File: src/prog_port_pkg.sv
// Constants, types and command codes for the EPROM programming controller.
// Assumes a single 25 MHz clock and a programming socket wired to the pin ports.
// Summary of operation
// - Program: present data and address, then pulse program strobe low.
// - Read: chip select low, pulse output select low, byte appears on data.
// - Protect-verify reports the protect bit state to the programmer.
// - Order: erase, program, verify, then program and verify protect bit.
// - Unused locations should be programmed to zero for security.
// - 8K bytes addressed over 13 address lines.
package prog_port_pkg;

   // ****************************************
   // Timing
   // ****************************************
   localparam int CLK_PERIOD_NS = 40;
   localparam int SETUP_NS = 2000;
   localparam int HOLD_NS = 2000;
   localparam int PULSE_NS = 1000;
   localparam int ACCESS_NS = 200;
   localparam int SETUP_CYC = (SETUP_NS + CLK_PERIOD_NS - 1) / CLK_PERIOD_NS;
   localparam int HOLD_CYC = (HOLD_NS + CLK_PERIOD_NS - 1) / CLK_PERIOD_NS;
   localparam int PULSE_CYC = (PULSE_NS + CLK_PERIOD_NS - 1) / CLK_PERIOD_NS;
   localparam int ACCESS_CYC = (ACCESS_NS + CLK_PERIOD_NS - 1) / CLK_PERIOD_NS;
   localparam int CNT_W = 8;

   // ****************************************
   // Widths and fixed pin levels
   // ****************************************
   localparam int ADDR_W = 13;
   localparam int DATA_W = 8;
   localparam int PROTECT_BIT_POS = 7;
   localparam int PROTECT_SEL_ADDR_POS = 4;
   localparam int PROTECT_VFY_ADDR_POS = 6;
   localparam logic [7:0] ERASED_BYTE = 8'hff;

   typedef enum logic [2:0]
   {
      CMD_PROGRAM = 3'h0,
      CMD_VERIFY = 3'h1,
      CMD_READ = 3'h2,
      CMD_PROTECT = 3'h3,
      CMD_PROTECT_VERIFY = 3'h4
   } cmd_t;

   typedef enum logic [2:0]
   {
      ST_IDLE = 3'h0,
      ST_SETUP = 3'h1,
      ST_PULSE = 3'h2,
      ST_HOLD = 3'h3,
      ST_DONE = 3'h4
   } state_t;

   typedef struct packed
   {
      logic chip_sel_n;
      logic out_sel_n;
      logic program_strobe_n;
      logic vpp_en;
      logic test_mode_en;
      logic [ADDR_W-1:0] prog_addr_lines;
      logic [DATA_W-1:0] data_out;
      logic data_oe;
   } pins_t;

   typedef struct packed
   {
      state_t state;
      cmd_t cmd;
      logic [CNT_W-1:0] cnt;
      pins_t pins;
      logic [DATA_W-1:0] rdata;
      logic done;
      logic match;
      logic locked;
   } ctrl_t;

endpackage

File: src/eprom_program_port.sv
// Programmer that drives the byte-wide EPROM programming pins of the target.
// Assumes the target clock and reset pins are strapped low on the socket.
`timescale 1ns/1ps
module eprom_program_port
(
   input wire logic sys_clk,
   input wire logic rst,
   input wire logic req_valid,
   output logic req_ready,
   input wire prog_port_pkg::cmd_t req_cmd,
   input wire logic [prog_port_pkg::ADDR_W-1:0] req_addr,
   input wire logic [prog_port_pkg::DATA_W-1:0] req_data,
   output logic rsp_valid,
   output logic [prog_port_pkg::DATA_W-1:0] rsp_data,
   output logic rsp_match,
   output logic rsp_locked,
   output logic chip_sel_n,
   output logic out_sel_n,
   output logic program_strobe_n,
   output logic vpp_en,
   output logic test_mode_en,
   output logic [prog_port_pkg::ADDR_W-1:0] prog_addr_lines,
   input wire logic [prog_port_pkg::DATA_W-1:0] prog_data_lines_in,
   output logic [prog_port_pkg::DATA_W-1:0] prog_data_lines_out,
   output logic prog_data_lines_oe
);

   // ****************************************
   // Pin levels per operation
   // ****************************************
   function automatic prog_port_pkg::pins_t idle_pins();
      prog_port_pkg::pins_t p;
      p = '0;
      p.chip_sel_n = 1'b1;
      p.out_sel_n = 1'b1;
      p.program_strobe_n = 1'b1;
      return p;
   endfunction

   function automatic prog_port_pkg::pins_t op_pins(input prog_port_pkg::cmd_t c,
      input logic [prog_port_pkg::ADDR_W-1:0] a, input logic [prog_port_pkg::DATA_W-1:0] d);
      prog_port_pkg::pins_t p;
      p = idle_pins();
      p.prog_addr_lines = a;
      case (c)
         prog_port_pkg::CMD_PROGRAM:
         begin
            p.chip_sel_n = 1'b0;
            p.vpp_en = 1'b1;
            p.data_out = d;
            p.data_oe = 1'b1;
         end
         prog_port_pkg::CMD_VERIFY:
         begin
            p.chip_sel_n = 1'b0;
            p.vpp_en = 1'b1;
         end
         prog_port_pkg::CMD_READ:
         begin
            p.chip_sel_n = 1'b0;
         end
         prog_port_pkg::CMD_PROTECT:
         begin
            // Chip select stays high; only the protect pulse on the top data line programs.
            p.vpp_en = 1'b1;
            p.test_mode_en = 1'b1;
            p.prog_addr_lines = '0;
            p.prog_addr_lines[prog_port_pkg::PROTECT_SEL_ADDR_POS] = 1'b1;
            p.data_out = prog_port_pkg::ERASED_BYTE;
            p.data_oe = 1'b1;
         end
         prog_port_pkg::CMD_PROTECT_VERIFY:
         begin
            p.chip_sel_n = 1'b0;
            p.test_mode_en = 1'b1;
            p.prog_addr_lines = '0;
         end
         default:
         begin
            p = idle_pins();
         end
      endcase
      return p;
   endfunction

   // ****************************************
   // Sequencer
   // ****************************************
   prog_port_pkg::ctrl_t st_reg;
   prog_port_pkg::ctrl_t st_next;

   always_comb
   begin
      st_next = st_reg;
      st_next.done = 1'b0;
      case (st_reg.state)
         prog_port_pkg::ST_IDLE:
         begin
            st_next.pins = idle_pins();
            if (req_valid)
            begin
               st_next.cmd = req_cmd;
               st_next.pins = op_pins(req_cmd, req_addr, req_data);
               st_next.cnt = prog_port_pkg::CNT_W'(prog_port_pkg::SETUP_CYC);
               st_next.state = prog_port_pkg::ST_SETUP;
            end
         end
         prog_port_pkg::ST_SETUP:
         begin
            if (st_reg.cnt > prog_port_pkg::CNT_W'(1))
            begin
               st_next.cnt = st_reg.cnt - prog_port_pkg::CNT_W'(1);
            end
            else
            begin
               st_next.state = prog_port_pkg::ST_PULSE;
               case (st_reg.cmd)
                  prog_port_pkg::CMD_PROGRAM:
                  begin
                     st_next.pins.program_strobe_n = 1'b0;
                     st_next.cnt = prog_port_pkg::CNT_W'(prog_port_pkg::PULSE_CYC);
                  end
                  prog_port_pkg::CMD_PROTECT:
                  begin
                     // The protect bit is written by a low pulse on the top data line.
                     st_next.pins.data_out[prog_port_pkg::PROTECT_BIT_POS] = 1'b0;
                     st_next.cnt = prog_port_pkg::CNT_W'(prog_port_pkg::PULSE_CYC);
                  end
                  prog_port_pkg::CMD_PROTECT_VERIFY:
                  begin
                     st_next.pins.out_sel_n = 1'b0;
                     st_next.cnt = prog_port_pkg::CNT_W'(prog_port_pkg::ACCESS_CYC);
                  end
                  default:
                  begin
                     st_next.pins.out_sel_n = 1'b0;
                     st_next.cnt = prog_port_pkg::CNT_W'(prog_port_pkg::ACCESS_CYC);
                  end
               endcase
            end
         end
         prog_port_pkg::ST_PULSE:
         begin
            if (st_reg.cnt > prog_port_pkg::CNT_W'(1))
            begin
               st_next.cnt = st_reg.cnt - prog_port_pkg::CNT_W'(1);
            end
            else
            begin
               st_next.pins.program_strobe_n = 1'b1;
               st_next.pins.out_sel_n = 1'b1;
               st_next.pins.data_out[prog_port_pkg::PROTECT_BIT_POS] =
                  st_reg.pins.data_out[prog_port_pkg::PROTECT_BIT_POS] |
                  (st_reg.cmd == prog_port_pkg::CMD_PROTECT);
               st_next.cnt = prog_port_pkg::CNT_W'(prog_port_pkg::HOLD_CYC);
               st_next.state = prog_port_pkg::ST_HOLD;
               case (st_reg.cmd)
                  prog_port_pkg::CMD_PROGRAM, prog_port_pkg::CMD_PROTECT:
                  begin
                     st_next.rdata = st_reg.pins.data_out;
                  end
                  prog_port_pkg::CMD_PROTECT_VERIFY:
                  begin
                     st_next.rdata = prog_data_lines_in;
                     // A zero on the top line means the protect bit is programmed.
                     st_next.locked = ~prog_data_lines_in[prog_port_pkg::PROTECT_BIT_POS];
                  end
                  default:
                  begin
                     st_next.rdata = prog_data_lines_in;
                  end
               endcase
            end
         end
         prog_port_pkg::ST_HOLD:
         begin
            if (st_reg.cnt > prog_port_pkg::CNT_W'(1))
            begin
               st_next.cnt = st_reg.cnt - prog_port_pkg::CNT_W'(1);
            end
            else
            begin
               st_next.pins = idle_pins();
               st_next.state = prog_port_pkg::ST_DONE;
            end
         end
         prog_port_pkg::ST_DONE:
         begin
            // A read result is compared with the byte the caller expects.
            st_next.match = (st_reg.rdata == req_data);
            st_next.done = 1'b1;
            st_next.state = prog_port_pkg::ST_IDLE;
         end
         default:
         begin
            st_next.state = prog_port_pkg::ST_IDLE;
            st_next.pins = idle_pins();
         end
      endcase
   end

   always_ff @(posedge sys_clk)
   begin
      if (rst)
      begin
         st_reg <= '0;
         st_reg.pins.chip_sel_n <= 1'b1;
         st_reg.pins.out_sel_n <= 1'b1;
         st_reg.pins.program_strobe_n <= 1'b1;
      end
      else
      begin
         st_reg <= st_next;
      end
   end

   // ****************************************
   // Outputs
   // ****************************************
   assign req_ready = (st_reg.state == prog_port_pkg::ST_IDLE);
   assign rsp_valid = st_reg.done;
   assign rsp_data = st_reg.rdata;
   assign rsp_match = st_reg.match;
   assign rsp_locked = st_reg.locked;
   assign chip_sel_n = st_reg.pins.chip_sel_n;
   assign out_sel_n = st_reg.pins.out_sel_n;
   assign program_strobe_n = st_reg.pins.program_strobe_n;
   assign vpp_en = st_reg.pins.vpp_en;
   assign test_mode_en = st_reg.pins.test_mode_en;
   assign prog_addr_lines = st_reg.pins.prog_addr_lines;
   assign prog_data_lines_out = st_reg.pins.data_out;
   assign prog_data_lines_oe = st_reg.pins.data_oe;

endmodule

File: config.mk
export PLATFORM = sky130hd
export DESIGN_NAME = eprom_program_port
export DESIGN_NICKNAME = d
export VERILOG_FILES = /design/src/prog_port_pkg.sv /design/src/eprom_program_port.sv
export SDC_FILE = /design/constraint.sdc
export NUM_CORES = 1
export LEC_CHECK = 0
export ABC_CLOCK_PERIOD_IN_PS = 2500
export BUFFER_PORTS_ARGS = -buffer_cell sky130_fd_sc_hd__buf_2
export CAP_MARGIN = 10
export CORE_MARGIN = 2
export CORE_UTILIZATION = 52
export CTS_CLUSTER_SIZE = 10
export DETAILED_ROUTE_END_ITERATION = 6
export PLACE_DENSITY = 0.8
export SLEW_MARGIN = 0
export SYNTH_ARGS = -nofsm -noshare
export SYNTH_HDL_FRONTEND = slang
export SYNTH_SLANG_ARGS = --single-unit
File: constraint.sdc
create_clock -name sys_clk -period 2.5 [get_ports sys_clk]
set_input_delay 0.5 -clock sys_clk [delete_from_list [all_inputs] [get_ports sys_clk]]
set_output_delay 0.5 -clock sys_clk [all_outputs]
set_load 0.05 [all_outputs]
==> results of run 1 <==
-- placed cells by master, fill, tap and decap left out, types with 3 or more instances in the layout --
| master | n |
|---|---|
| o31ai_1 | 3 |
| nand2_1 | 19 |
| a22oi_1 | 13 |
| a21oi_1 | 29 |
| inv_1 | 9 |
| buf_2 | 73 |
| xnor2_1 | 9 |
| a211oi_1 | 6 |
| mux2i_1 | 14 |
| nor3_1 | 9 |
| o22ai_1 | 4 |
| dfxtp_1 | 52 |
| nand3_1 | 5 |
| a31oi_1 | 3 |
| clkbuf_8 | 5 |
| nand4_1 | 3 |
| buf_4 | 9 |
| or2_2 | 4 |
| nor2_1 | 53 |
| o21ai_0 | 8 |
-- routing by layer --
metal	up-vias	share of wire [%]	GRT usage, %
li1	1168	-	-
met1	1065	43	27.6
met2	78	48	32.1
met3	7	7.5	6.48
met4	0	1.0	7.02
met5	-	0	0
-- worst paths after layout --
check | start | to | slack, ns | cells after the start
setup / recovery | st_reg[38]$_SDFFE_PP0P_ | st_reg[42]$_SDFFE_PP0P_ | 0.23 | 7
hold / removal | req_addr[7] | prog_addr_lines[7]$_SDFFE_PP0P_ | 0.43 | 3
hold reg to reg | prog_addr_lines[4]$_SDFFE_PP0P_ | prog_addr_lines[4]$_SDFFE_PP0P_ | 0.49 | 2
setup reg to reg | st_reg[38]$_SDFFE_PP0P_ | st_reg[42]$_SDFFE_PP0P_ | 0.23 | 7
-- kinds of logic after synthesis --
kind of cell,synth area share [%]
DFF,38.8
AOI/OAI and AO/OA,19.3
adders and majority gates,0.933
xor gates and xnor gates,3.59
buffers and inverters,13.4
muxes,5.22
and+or+nand+nor,18.7
-- report_power, final --
part           total, W  switching (W)  internal, W
Combinational   0.00129       0.000814     0.000476
Clock          0.000480       0.000285     0.000196
Sequential      0.00111       0.000155     0.000952
-- layout make-up --
class / count / area (um^2)
well taps: 70 / 87.6
flip-flops and latches: 52 / 1040
multi-input cells: 212 / 1280
clock buffers: 5 / 68.8
inverters: 9 / 33.8
clock inverters: 3 / 18.8
repair buffers: 82 / 433
fillers: 460 / 2070
-- per-stage QoR --
stage          hold slack, ns  setup slack, ns  power [W]  util (%)  area, um^2
2_1_floorplan           0.456            0.462    0.00217         -        2680
3_5_place_dp            0.470            0.274    0.00240      57.1        2880
5_1_grt                 0.435           0.0414    0.00307      58.9        2970
4_1_cts                 0.429            0.258    0.00288      58.9        2970
3_3_place_gp            0.465            0.374    0.00238      57.1        2880
6_report                0.430            0.235    0.00288      58.9        2970
-- worst max-delay path: cells and delay by family (launching register included) --
kind                       cells  cell delay (ns)
adders and majority gates      1             0.26
AOI/OAI and AO/OA              2             0.51
and+or+nand+nor                3             0.88
buffers and inverters          1             0.09
DFF                            1             0.43
==> results.md, run 1 <==
* Max Fclk at 441 MHz
* I/O pin count at 74
* Largest buffer count on any clock path at 2
* Fin crit share at 90.6%
* Die ar. at 0.00575 mm^2
* # setup viols final at 0
* Inserted Clock Buffers at 5
* Max reg flops at 14
* Cts hold-fix bufs at 0
* Top FF cell, synth: dfxtp_1
* Via count at 2318
* Crit end category: flop
* WL/cell at 13.4 um
* Synth Register Bits at 52
* Synth cell count leaders: nor2_1, dfxtp_1, a21oi_1, buf_4, nand2_1
* Slew margin rel. at 65.7%
* Die X-Extent at 75.8 um
* Ranking of synthesized cells by area: dfxtp_1, buf_4, nor2_1
* Detailed Routing Iterations Pass 1 at 4
* Min cycle time layout at 2.27 ns
* RSZ-0062 raised after global routing: false
* Class of the worst hold path: input pin to flop
* Sum of negative setup slack at 0 ns
* Die Ht at 75.8 um
* Post-Route WL at 5.82 mm
* Mapped cell area at 0.00268 mm^2
* Worst-Skew Late Latency at 0.31 ns
* GR Overflow Total at 0
* Number of synthesized flops with an enable pin at 0
* Count of final hold-check violations at 0
* CTS tree: built
* Clk_skew at 0.0143 ns
* Critical Path Start Type: flop
* Non-Filler Instances at 433
* Synth top area share at 38.8%
* Final nets at 399
* Core area at 0.00504 mm^2
* Dpl hpwl at 4.28 mm
* Largest net degree at the start of global routing at 48
* Syn_nets at 357
* P per Cell Area at 970 mW/mm^2
* DR iter-0 viols at 271
* Dpl cells at 425
* Avg Cell Area, Syn at 8.38 um^2
* Buffers on Ports at 73
* Worst Path Max Fanout at 10
* Ant. Diodes at 0
* Netlist cell types at 45
* Initial core utilization at 53.2%
* Warnings, synthesis at 0
* Vias in the first global route at 1955
* Worst IR Drop VDD at 0.000358 V
* Initial antenna violation count at 0
* H-Tree Depth at 2
* Clock-pin slew on the worst setup and hold paths at 0.10 ns
* Detailed-route vias per instance at 5.35
* CP arrival at 2.48 ns
* Share of cells above drive strength 1 at 28.1%
* Tightest Pin Transition at 0.514 ns
* Type of the worst setup path: flop to flop
* Mapped Cells at 320
* Remaining routing DRC violations at 0
* Critical Path RT at 2.71 ns
* Max-cap check violation count at 0
* Most numerous cell in the Yosys netlist: nor2_1
* Outcome: finished clean
* Max incr delay on CP at 0.43 ns
* Number of cell rows at 26
* Synth-to-layout area growth at 10.6%
* Fraction of registers with async set/reset at 0%
* Fin. max-slew vios at 0
* Sequential fraction of the synthesis area at 38.8%
* GPL Wtd Cong at 0.844
* Crit-path cells: inv_1, ha_1, or2_2, and3_1, a211oi_4, a21oi_1, nor4_1
* GRT Util Overall at 20.8%
* Clk sink count at 52
* DRT antenna net count at 0
* Postcts setup bufs at 0
* First-pass GRT wire length at 9.13 mm
* Post_cts resized at 0
* Crit-path slowest cell: dfxtp_1
* Cell taking the most area after synthesis: dfxtp_1
* Root buffer cell: clkbuf_8
* Leakage at 1.32 nW
Power figures use the tool's default switching activity.
==> run 2: changes to the inputs <==
--- a/config.mk
+++ b/config.mk
@@ -12,7 +12,7 @@
 export CORE_UTILIZATION = 52
 export CTS_CLUSTER_SIZE = 10
 export DETAILED_ROUTE_END_ITERATION = 6
-export PLACE_DENSITY = 0.8
+export PLACE_DENSITY = 0.79
 export SLEW_MARGIN = 0
 export SYNTH_ARGS = -nofsm -noshare
 export SYNTH_HDL_FRONTEND = slang
==> constraint.sdc (replaced) <==
create_clock -name sys_clk -period 2.5 [get_ports sys_clk]
set_input_delay 0 -clock sys_clk [delete_from_list [all_inputs] [get_ports sys_clk]]
set_output_delay 0 -clock sys_clk [all_outputs]
set_load 0.05 [all_outputs]
==> results.md, run 2 (same netlist as run 1, synthesis figures left out) <==
* Outcome: finished clean (unchanged)
* Most frequent cells in the layout: buf_2, nor2_1, dfxtp_1, a21oi_1, nand2_1 (unchanged)
* GRT Util Overall at 22.3% (was 20.8%)
* Post_cts resized at 0 (unchanged)
* Clk_skew at 0.00540 ns (was 0.0143 ns)
* I/O pin count at 74 (unchanged)
* Initial antenna violation count at 0 (unchanged)
* Worst IR Drop VDD at 0.000416 V (was 0.000358 V)
* Commonest non-fill, non-tap cell in the layout: buf_2 (unchanged)
* Via count at 2393 (was 2318)
* Max incr delay on CP at 0.42 ns (was 0.43 ns)
* Worst-Skew Late Latency at 0.31 ns (about the same)
* Critical Path RT at 2.71 ns (about the same)
* Remaining routing DRC violations at 0 (unchanged)
* Top Metal Used: met4 (unchanged)
* WL/cell at 14.2 um (was 13.4 um)
* Detailed Routing Iterations Pass 1 at 4 (unchanged)
* Leakage at 1.37 nW (was 1.32 nW)
* RSZ-0062 raised after global routing: false (unchanged)
* Setup ws final at 0.168 ns (was 0.235 ns)
* Largest buffer count on any clock path at 2 (unchanged)
* Detailed-route vias per instance at 5.39 (was 5.35)
* Tightest Pin Transition at 0.639 ns (was 0.514 ns)
* Routed wl met2 at 3.07 mm (was 2.80 mm)
* DRT antenna net count at 0 (unchanged)
* Fin crit share at 93.3% (was 90.6%)
* Max reg flops at 14 (unchanged)
* Crit-path cells: inv_1, ha_1, or2_2, and3_1, a211oi_4, a21oi_1, nor4_1 (unchanged)
* Min cycle time layout at 2.33 ns (was 2.27 ns)
* Vias in the first global route at 2220 (was 1955)
* Die X-Extent at 75.8 um (unchanged)
* Post-Route WL at 6.31 mm (was 5.82 mm)
* Metal3 WL at 377 um (was 434 um)
* Buffers on Ports at 73 (unchanged)
* Worst Path Max Fanout at 10 (unchanged)
* Die Ht at 75.8 um (unchanged)
* Sum of negative setup slack at 0 ns (unchanged)
* Dpl hpwl at 4.39 mm (was 4.28 mm)
* H-Tree Depth at 2 (unchanged)
* First-pass GRT wire length at 9.86 mm (was 9.13 mm)
* Max Fclk at 429 MHz (was 441 MHz)
* Largest net degree at the start of global routing at 34 (was 48)
* P per Cell Area at 948 mW/mm^2 (was 970 mW/mm^2)
* Core area at 0.00504 mm^2 (unchanged)
* Max-cap check violation count at 0 (unchanged)
* Crit end category: flop (unchanged)
* Count of final hold-check violations at 0 (unchanged)
* CP Buf/Inv Count at 1 (unchanged)
* Critical Path Start Type: flop (unchanged)
* Critical path's top delay family: simple AND/OR/NAND/NOR gates (unchanged)
* Root buffer cell: clkbuf_8 (unchanged)
* Initial core utilization at 53.2% (unchanged)
* Post-Place Setup Slack at 0.224 ns (was 0.274 ns)
* Dpl cells at 423 (was 425)
* Share of cells above drive strength 1 at 26.7% (was 28.1%)
* Synth-to-layout area growth at 15.3% (was 10.6%)
* Class of the worst hold path: input pin to flop (unchanged)
* M1 wire length at 2.78 mm (was 2.53 mm)
* Slew margin rel. at 57.2% (was 65.7%)
* Type of the worst setup path: flop to flop (unchanged)
* Ant. Diodes at 0 (unchanged)
* GPL Wtd Cong at 0.897 (was 0.844)
* Clk sink count at 52 (unchanged)
* Final nets at 410 (was 399)
* Clock-pin slew on the worst setup and hold paths at 0.10 ns (about the same)
* Inserted Clock Buffers at 5 (unchanged)
* Die ar. at 0.00575 mm^2 (unchanged)
* CP arrival at 2.54 ns (was 2.48 ns)
* DR iter-0 viols at 125 (was 271)
* CTS tree: built (unchanged)
* Number of cell rows at 26 (unchanged)
* Fin. max-slew vios at 0 (unchanged)
* # setup viols final at 0 (unchanged)
* GR Overflow Total at 0 (unchanged)
* Non-Filler Instances at 444 (was 433)
* Crit-path slowest cell: dfxtp_1 (unchanged)
[run 2: cell types whose count changed in the layout (fill, tap and decap cells not counted), sizes merged]
cell         previous run  this run
buf                    82        80
clkbuf                  5         6
clkinv                  3         1
dlygate4sd3             0        13
inv                     9        10
[run 2: final cells by class]
type | instances | area [um^2]
multi-input combinational | 212 | 1280
fill | 454 | 1950
clock inverter | 2 | 13.8
inverter | 9 | 33.8
tap | 70 | 87.6
timing repair buffer | 93 | 548
clock buffer | 6 | 82.6
sequential | 52 | 1040
[run 2: timing repair]
action                                  4_1_cts  5_1_grt
hold buffers                                 13        0
endpoints found under the hold margin        13        0
setup buffers                                 0        0
endpoints found under the setup margin        0        0
[run 2: metrics by stage]
| stage | util [%] | hold WS (ns) | power (W) | cell area, um^2 |
|---|---|---|---|---|
| after floorplan | - | 0.147 | 0.00217 | 2680 |
| after global placement | 56.8 | 0.248 | 0.00237 | 2870 |
| after detailed placement | 56.8 | 0.259 | 0.00241 | 2870 |
| after CTS | 61.3 | 0.00903 | 0.00293 | 3090 |
| after global routing | 61.3 | 0.0385 | 0.00311 | 3090 |
| final | 61.3 | 0.0133 | 0.00293 | 3090 |
[run 2: report_power, final]
group | switching, W | internal [W] | total [W]
combinational | 0.000829 | 0.000480 | 0.00131
clock | 0.000284 | 0.000227 | 0.000511
sequential | 0.000157 | 0.000952 | 0.00111
total | 0.00127 | 0.00166 | 0.00293
[run 2: worst reg2reg max path: stages, from the launching register on]
cell      delay [ns]
dfxtp_1         0.42
inv_1           0.09
ha_1            0.26
or2_2           0.32
and3_1          0.32
a211oi_4        0.41
a21oi_1         0.12
nor4_1          0.30
[run 2: worst paths after layout]
path	startpoint	endpoint	slack, ns	depth (start not counted)
worst max-delay path	st_reg[38]$_SDFFE_PP0P_	st_reg[42]$_SDFFE_PP0P_	0.17	7
worst min-delay path	prog_data_lines_in[4]	rsp_data[4]$_SDFFE_PP0P_	0.01	3
worst max register to register	st_reg[38]$_SDFFE_PP0P_	st_reg[42]$_SDFFE_PP0P_	0.17	7
worst min register to register	out_sel_n$_SDFFE_PP1P_	out_sel_n$_SDFFE_PP1P_	0.49	2
[run 2: metal layers]
layer	vias to the layer above	GRT usage, %
met5	-	0
met4	0	7.80
met3	9	5.56
met2	70	36.4
met1	1121	28.6
li1	1193	-
==> run 3: changes to the inputs <==
--- a/config.mk
+++ b/config.mk
@@ -5,14 +5,17 @@
 export SDC_FILE = /design/constraint.sdc
 export NUM_CORES = 1
 export LEC_CHECK = 0
+export ABC_AREA = 1
 export ABC_CLOCK_PERIOD_IN_PS = 2500
 export BUFFER_PORTS_ARGS = -buffer_cell sky130_fd_sc_hd__buf_2
 export CAP_MARGIN = 10
 export CORE_MARGIN = 2
-export CORE_UTILIZATION = 52
+export CORE_UTILIZATION = 53
 export CTS_CLUSTER_SIZE = 10
 export DETAILED_ROUTE_END_ITERATION = 6
-export PLACE_DENSITY = 0.79
+export GPL_ROUTABILITY_DRIVEN = 0
+export MAX_ROUTING_LAYER = met4
+export PLACE_DENSITY = 0.8
 export SLEW_MARGIN = 0
 export SYNTH_ARGS = -nofsm -noshare
 export SYNTH_HDL_FRONTEND = slang
==> results.md, run 3 <==
* Outcome: finished clean (unchanged)
* Mapped cell area at 0.00281 mm^2 (was 0.00268 mm^2)
* Cts hold-fix bufs at 20 (was 13)
* Internal at 0.00185 W (was 0.00166 W)
* Avg Cell Area, Syn at 6.81 um^2 (was 8.38 um^2)
* Clk_skew at 0.00831 ns (was 0.00540 ns)
* Number of cell rows at 26 (unchanged)
* Synth-to-layout area growth at 17.6% (was 15.3%)
* Synth Area in Compound Gates at 16.1% (was 19.3%)
* Vias in the first global route at 2577 (was 2220)
* Power share of the sequential group at 31.4% (was 37.9%)
* Critical path's top delay family: simple AND/OR/NAND/NOR gates (unchanged)
* Critical Path Start Type: flop (unchanged)
* Slew margin rel. at 66.1% (was 57.2%)
* Number of synthesized flops with an enable pin at 0 (unchanged)
* Remaining routing DRC violations at 0 (unchanged)
* Syn_nets at 450 (was 357)
* Area share of and/or/nand/nor cells after synthesis at 28.1% (was 18.7%)
* Top FF cell, synth: dfxtp_1 (unchanged)
* Worst IR Drop VDD at 0.000530 V (was 0.000416 V)
* Adder-cell share of the synthesized area at 0.889% (was 0.933%)
* Die X-Extent at 76.9 um (was 75.8 um)
* Largest family of logic cells by synthesized area: simple AND/OR/NAND/NOR gates (was compound AO/OA/AOI/OAI gates)
* Synth top area share at 37.0% (was 38.8%)
* GR Overflow Total at 0 (unchanged)
* Cell taking the most area after synthesis: dfxtp_1 (unchanged)
* Sequential fraction of the synthesis area at 37.0% (was 38.8%)
* Worst Path Max Fanout at 12 (was 10)
* Gate power share at 52.8% (was 44.7%)
* Mux cell area share after synthesis at 0% (was 5.22%)
* Die ar. at 0.00591 mm^2 (was 0.00575 mm^2)
* Switching share of total power at 49.3% (was 43.4%)
* Final Core Density at 64.8% (was 61.3%)
* Fraction of registers with async set/reset at 0% (unchanged)
* Initial antenna violation count at 0 (unchanged)
* Clk sink count at 52 (unchanged)
* Fillers at 482 (was 454)
* Commonest non-fill, non-tap cell in the layout: nand2_1 (was buf_2)
* Sum of negative setup slack at 0 ns (unchanged)
* Crit-path slowest cell: nor2_2 (was dfxtp_1)
* P per Cell Area at 1100 mW/mm^2 (was 948 mW/mm^2)
* Count of final hold-check violations at 0 (unchanged)
* I/O pin count at 74 (unchanged)
* Crit-path cells: inv_1, ha_1, nor2_1, nor2_1, nand2_2, nor2_2, inv_1, a21oi_1, a21oi_1 (was inv_1, ha_1, or2_2, and3_1, a211oi_4, a21oi_1, nor4_1)
* # setup viols final at 0 (unchanged)
* Synth Area in XOR/XNOR at 1.56% (was 3.59%)
* Worst-Skew Late Latency at 0.31 ns (about the same)
* Initial core utilization at 55.1% (was 53.2%)
* Critical Path RT at 2.69 ns (was 2.71 ns)
* Switching Power at 0.00180 W (was 0.00127 W)
* Fin. max-slew vios at 0 (unchanged)
* First-pass GRT wire length at 11.3 mm (was 9.86 mm)
* Postcts setup bufs at 0 (unchanged)
* Design Power at 0.00364 W (was 0.00293 W)
* Final nets at 513 (was 410)
* Most frequent cells in the layout: nand2_1, buf_2, dfxtp_1, a21oi_1, inv_1 (was buf_2, nor2_1, dfxtp_1, a21oi_1, nand2_1)
* Buffers on Ports at 73 (unchanged)
* DR iter-0 viols at 185 (was 125)
* CTS tree: built (unchanged)
* Ranking of synthesized cells by area: dfxtp_1, nand2_1, a21oi_1 (was dfxtp_1, buf_4, nor2_1)
* Post-Route WL at 6.88 mm (was 6.31 mm)
* Share of cells above drive strength 1 at 22.2% (was 26.7%)
* CP arrival at 2.20 ns (was 2.54 ns)
* Clock-pin slew on the worst setup and hold paths at 0.10 ns (about the same)
* Max Fclk at 499 MHz (was 429 MHz)
* Leakage at 1.65 nW (was 1.37 nW)
* WL/cell at 12.6 um (was 14.2 um)
* Mapped Cells at 413 (was 320)
* Min cycle time layout at 2.00 ns (was 2.33 ns)
* Via count at 2759 (was 2393)
* Detailed Routing Iterations Pass 1 at 4 (unchanged)
* Post_cts resized at 0 (unchanged)
* Synth Register Bits at 52 (unchanged)
* Largest buffer count on any clock path at 2 (unchanged)
* GRT Util Overall at 24.1% (was 22.3%)
* Fin crit share at 80.2% (was 93.3%)
* Clock Power Share at 15.8% (was 17.4%)
* Warnings, synthesis at 0 (unchanged)
* Type of the worst setup path: flop to flop (unchanged)
* Tightest Pin Transition at 0.506 ns (was 0.639 ns)
* Inserted Clock Buffers at 5 (unchanged)
* Synth cell count leaders: nand2_1, dfxtp_1, a21oi_1, inv_1, nor2_1 (was nor2_1, dfxtp_1, a21oi_1, buf_4, nand2_1)
* H-Tree Depth at 2 (unchanged)
* Die Ht at 76.9 um (was 75.8 um)
* RSZ-0062 raised after global routing: false (unchanged)
* Reg2reg setup slack at 0.50 ns (was 0.17 ns)
* Netlist cell types at 30 (was 45)
* Dpl hpwl at 4.95 mm (was 4.39 mm)
* Class of the worst hold path: input pin to flop (unchanged)
* Core area at 0.00511 mm^2 (was 0.00504 mm^2)
* Max-cap check violation count at 0 (unchanged)
* Ant. Diodes at 0 (unchanged)
* Max incr delay on CP at 0.35 ns (was 0.42 ns)
* CP Buf/Inv Count at 2 (was 1)
* DRT antenna net count at 0 (unchanged)
* Max reg flops at 14 (unchanged)
* Crit end category: flop (unchanged)
* Most numerous cell in the Yosys netlist: nand2_1 (was nor2_1)
* Largest net degree at the start of global routing at 34 (unchanged)
* Root buffer cell: clkbuf_8 (unchanged)
* Detailed-route vias per instance at 5.04 (was 5.39)
[run 3: stage by stage]
step,setup WS (ns),std cells,area (um^2),hold WS (ns)
after floorplan,0.935,413,2810,0.147
after global placement,0.648,519,3000,0.254
after detailed placement,0.537,519,3000,0.259
after CTS,0.517,547,3310,0.00159
after global routing,0.322,547,3310,0.0202
final,0.496,547,3310,0.00780
[run 3: power groups by stage]
stage	clock network, W	logic, W	registers (W)
after global routing	0.000619	0.00215	0.00116
after global placement	0	0.00184	0.00115
after CTS	0.000585	0.00191	0.00114
final	0.000576	0.00192	0.00114
after floorplan	0	0.00152	0.00122
after detailed placement	0	0.00188	0.00116
[run 3: cell families after synthesis]
family | count (synthesis)
simple gates | 181
compound gates | 87
flops | 52
xor+xnor | 5
buf+inv | 86
fa+ha+maj | 2
[run 3: worst paths after layout]
check,startpoint,endpoint,depth (start not counted)
worst max-delay path,st_reg[38]$_SDFFE_PP0P_,rsp_data[5]$_SDFFE_PP0P_,9
worst min-delay path,req_addr[4],prog_addr_lines[4]$_SDFFE_PP0P_,3
worst max register to register,st_reg[38]$_SDFFE_PP0P_,rsp_data[5]$_SDFFE_PP0P_,9
worst min register to register,program_strobe_n$_SDFFE_PP1P_,program_strobe_n$_SDFFE_PP1P_,2
[run 3: worst reg2reg max path, delay by kind of cell, from the launching register on]
family                     cells  cell delay (ns)
AOI/OAI and AO/OA              2             0.27
adders and majority gates      1             0.25
buffers and inverters          2             0.35
DFF                            1             0.34
and+or+nand+nor                4             0.68
[run 3: area by class of cell]
| type | instances | area [um^2] | share of cell area (%) |
|---|---|---|---|
| Multi-Input combinational cell | 275 | 1310 | 39.7 |
| Clock inverter | 3 | 42.5 | 1.29 |
| Sequential cell | 52 | 1040 | 31.5 |
| Clock buffer | 5 | 68.8 | 2.08 |
| Inverter | 48 | 183 | 5.52 |
| Tap cell | 70 | 87.6 | 2.65 |
| Timing Repair Buffer | 94 | 573 | 17.3 |
[run 3: per-layer routing]
metal | share of wire, % | GRT usage [%] | wire length, um
met1 | 44 | 28.8 | 3010
met2 | 50 | 42.2 | 3420
met3 | 5.2 | 3.88 | 358
met4 | 1.3 | 6.36 | 87
met5 | 0 | - | 0
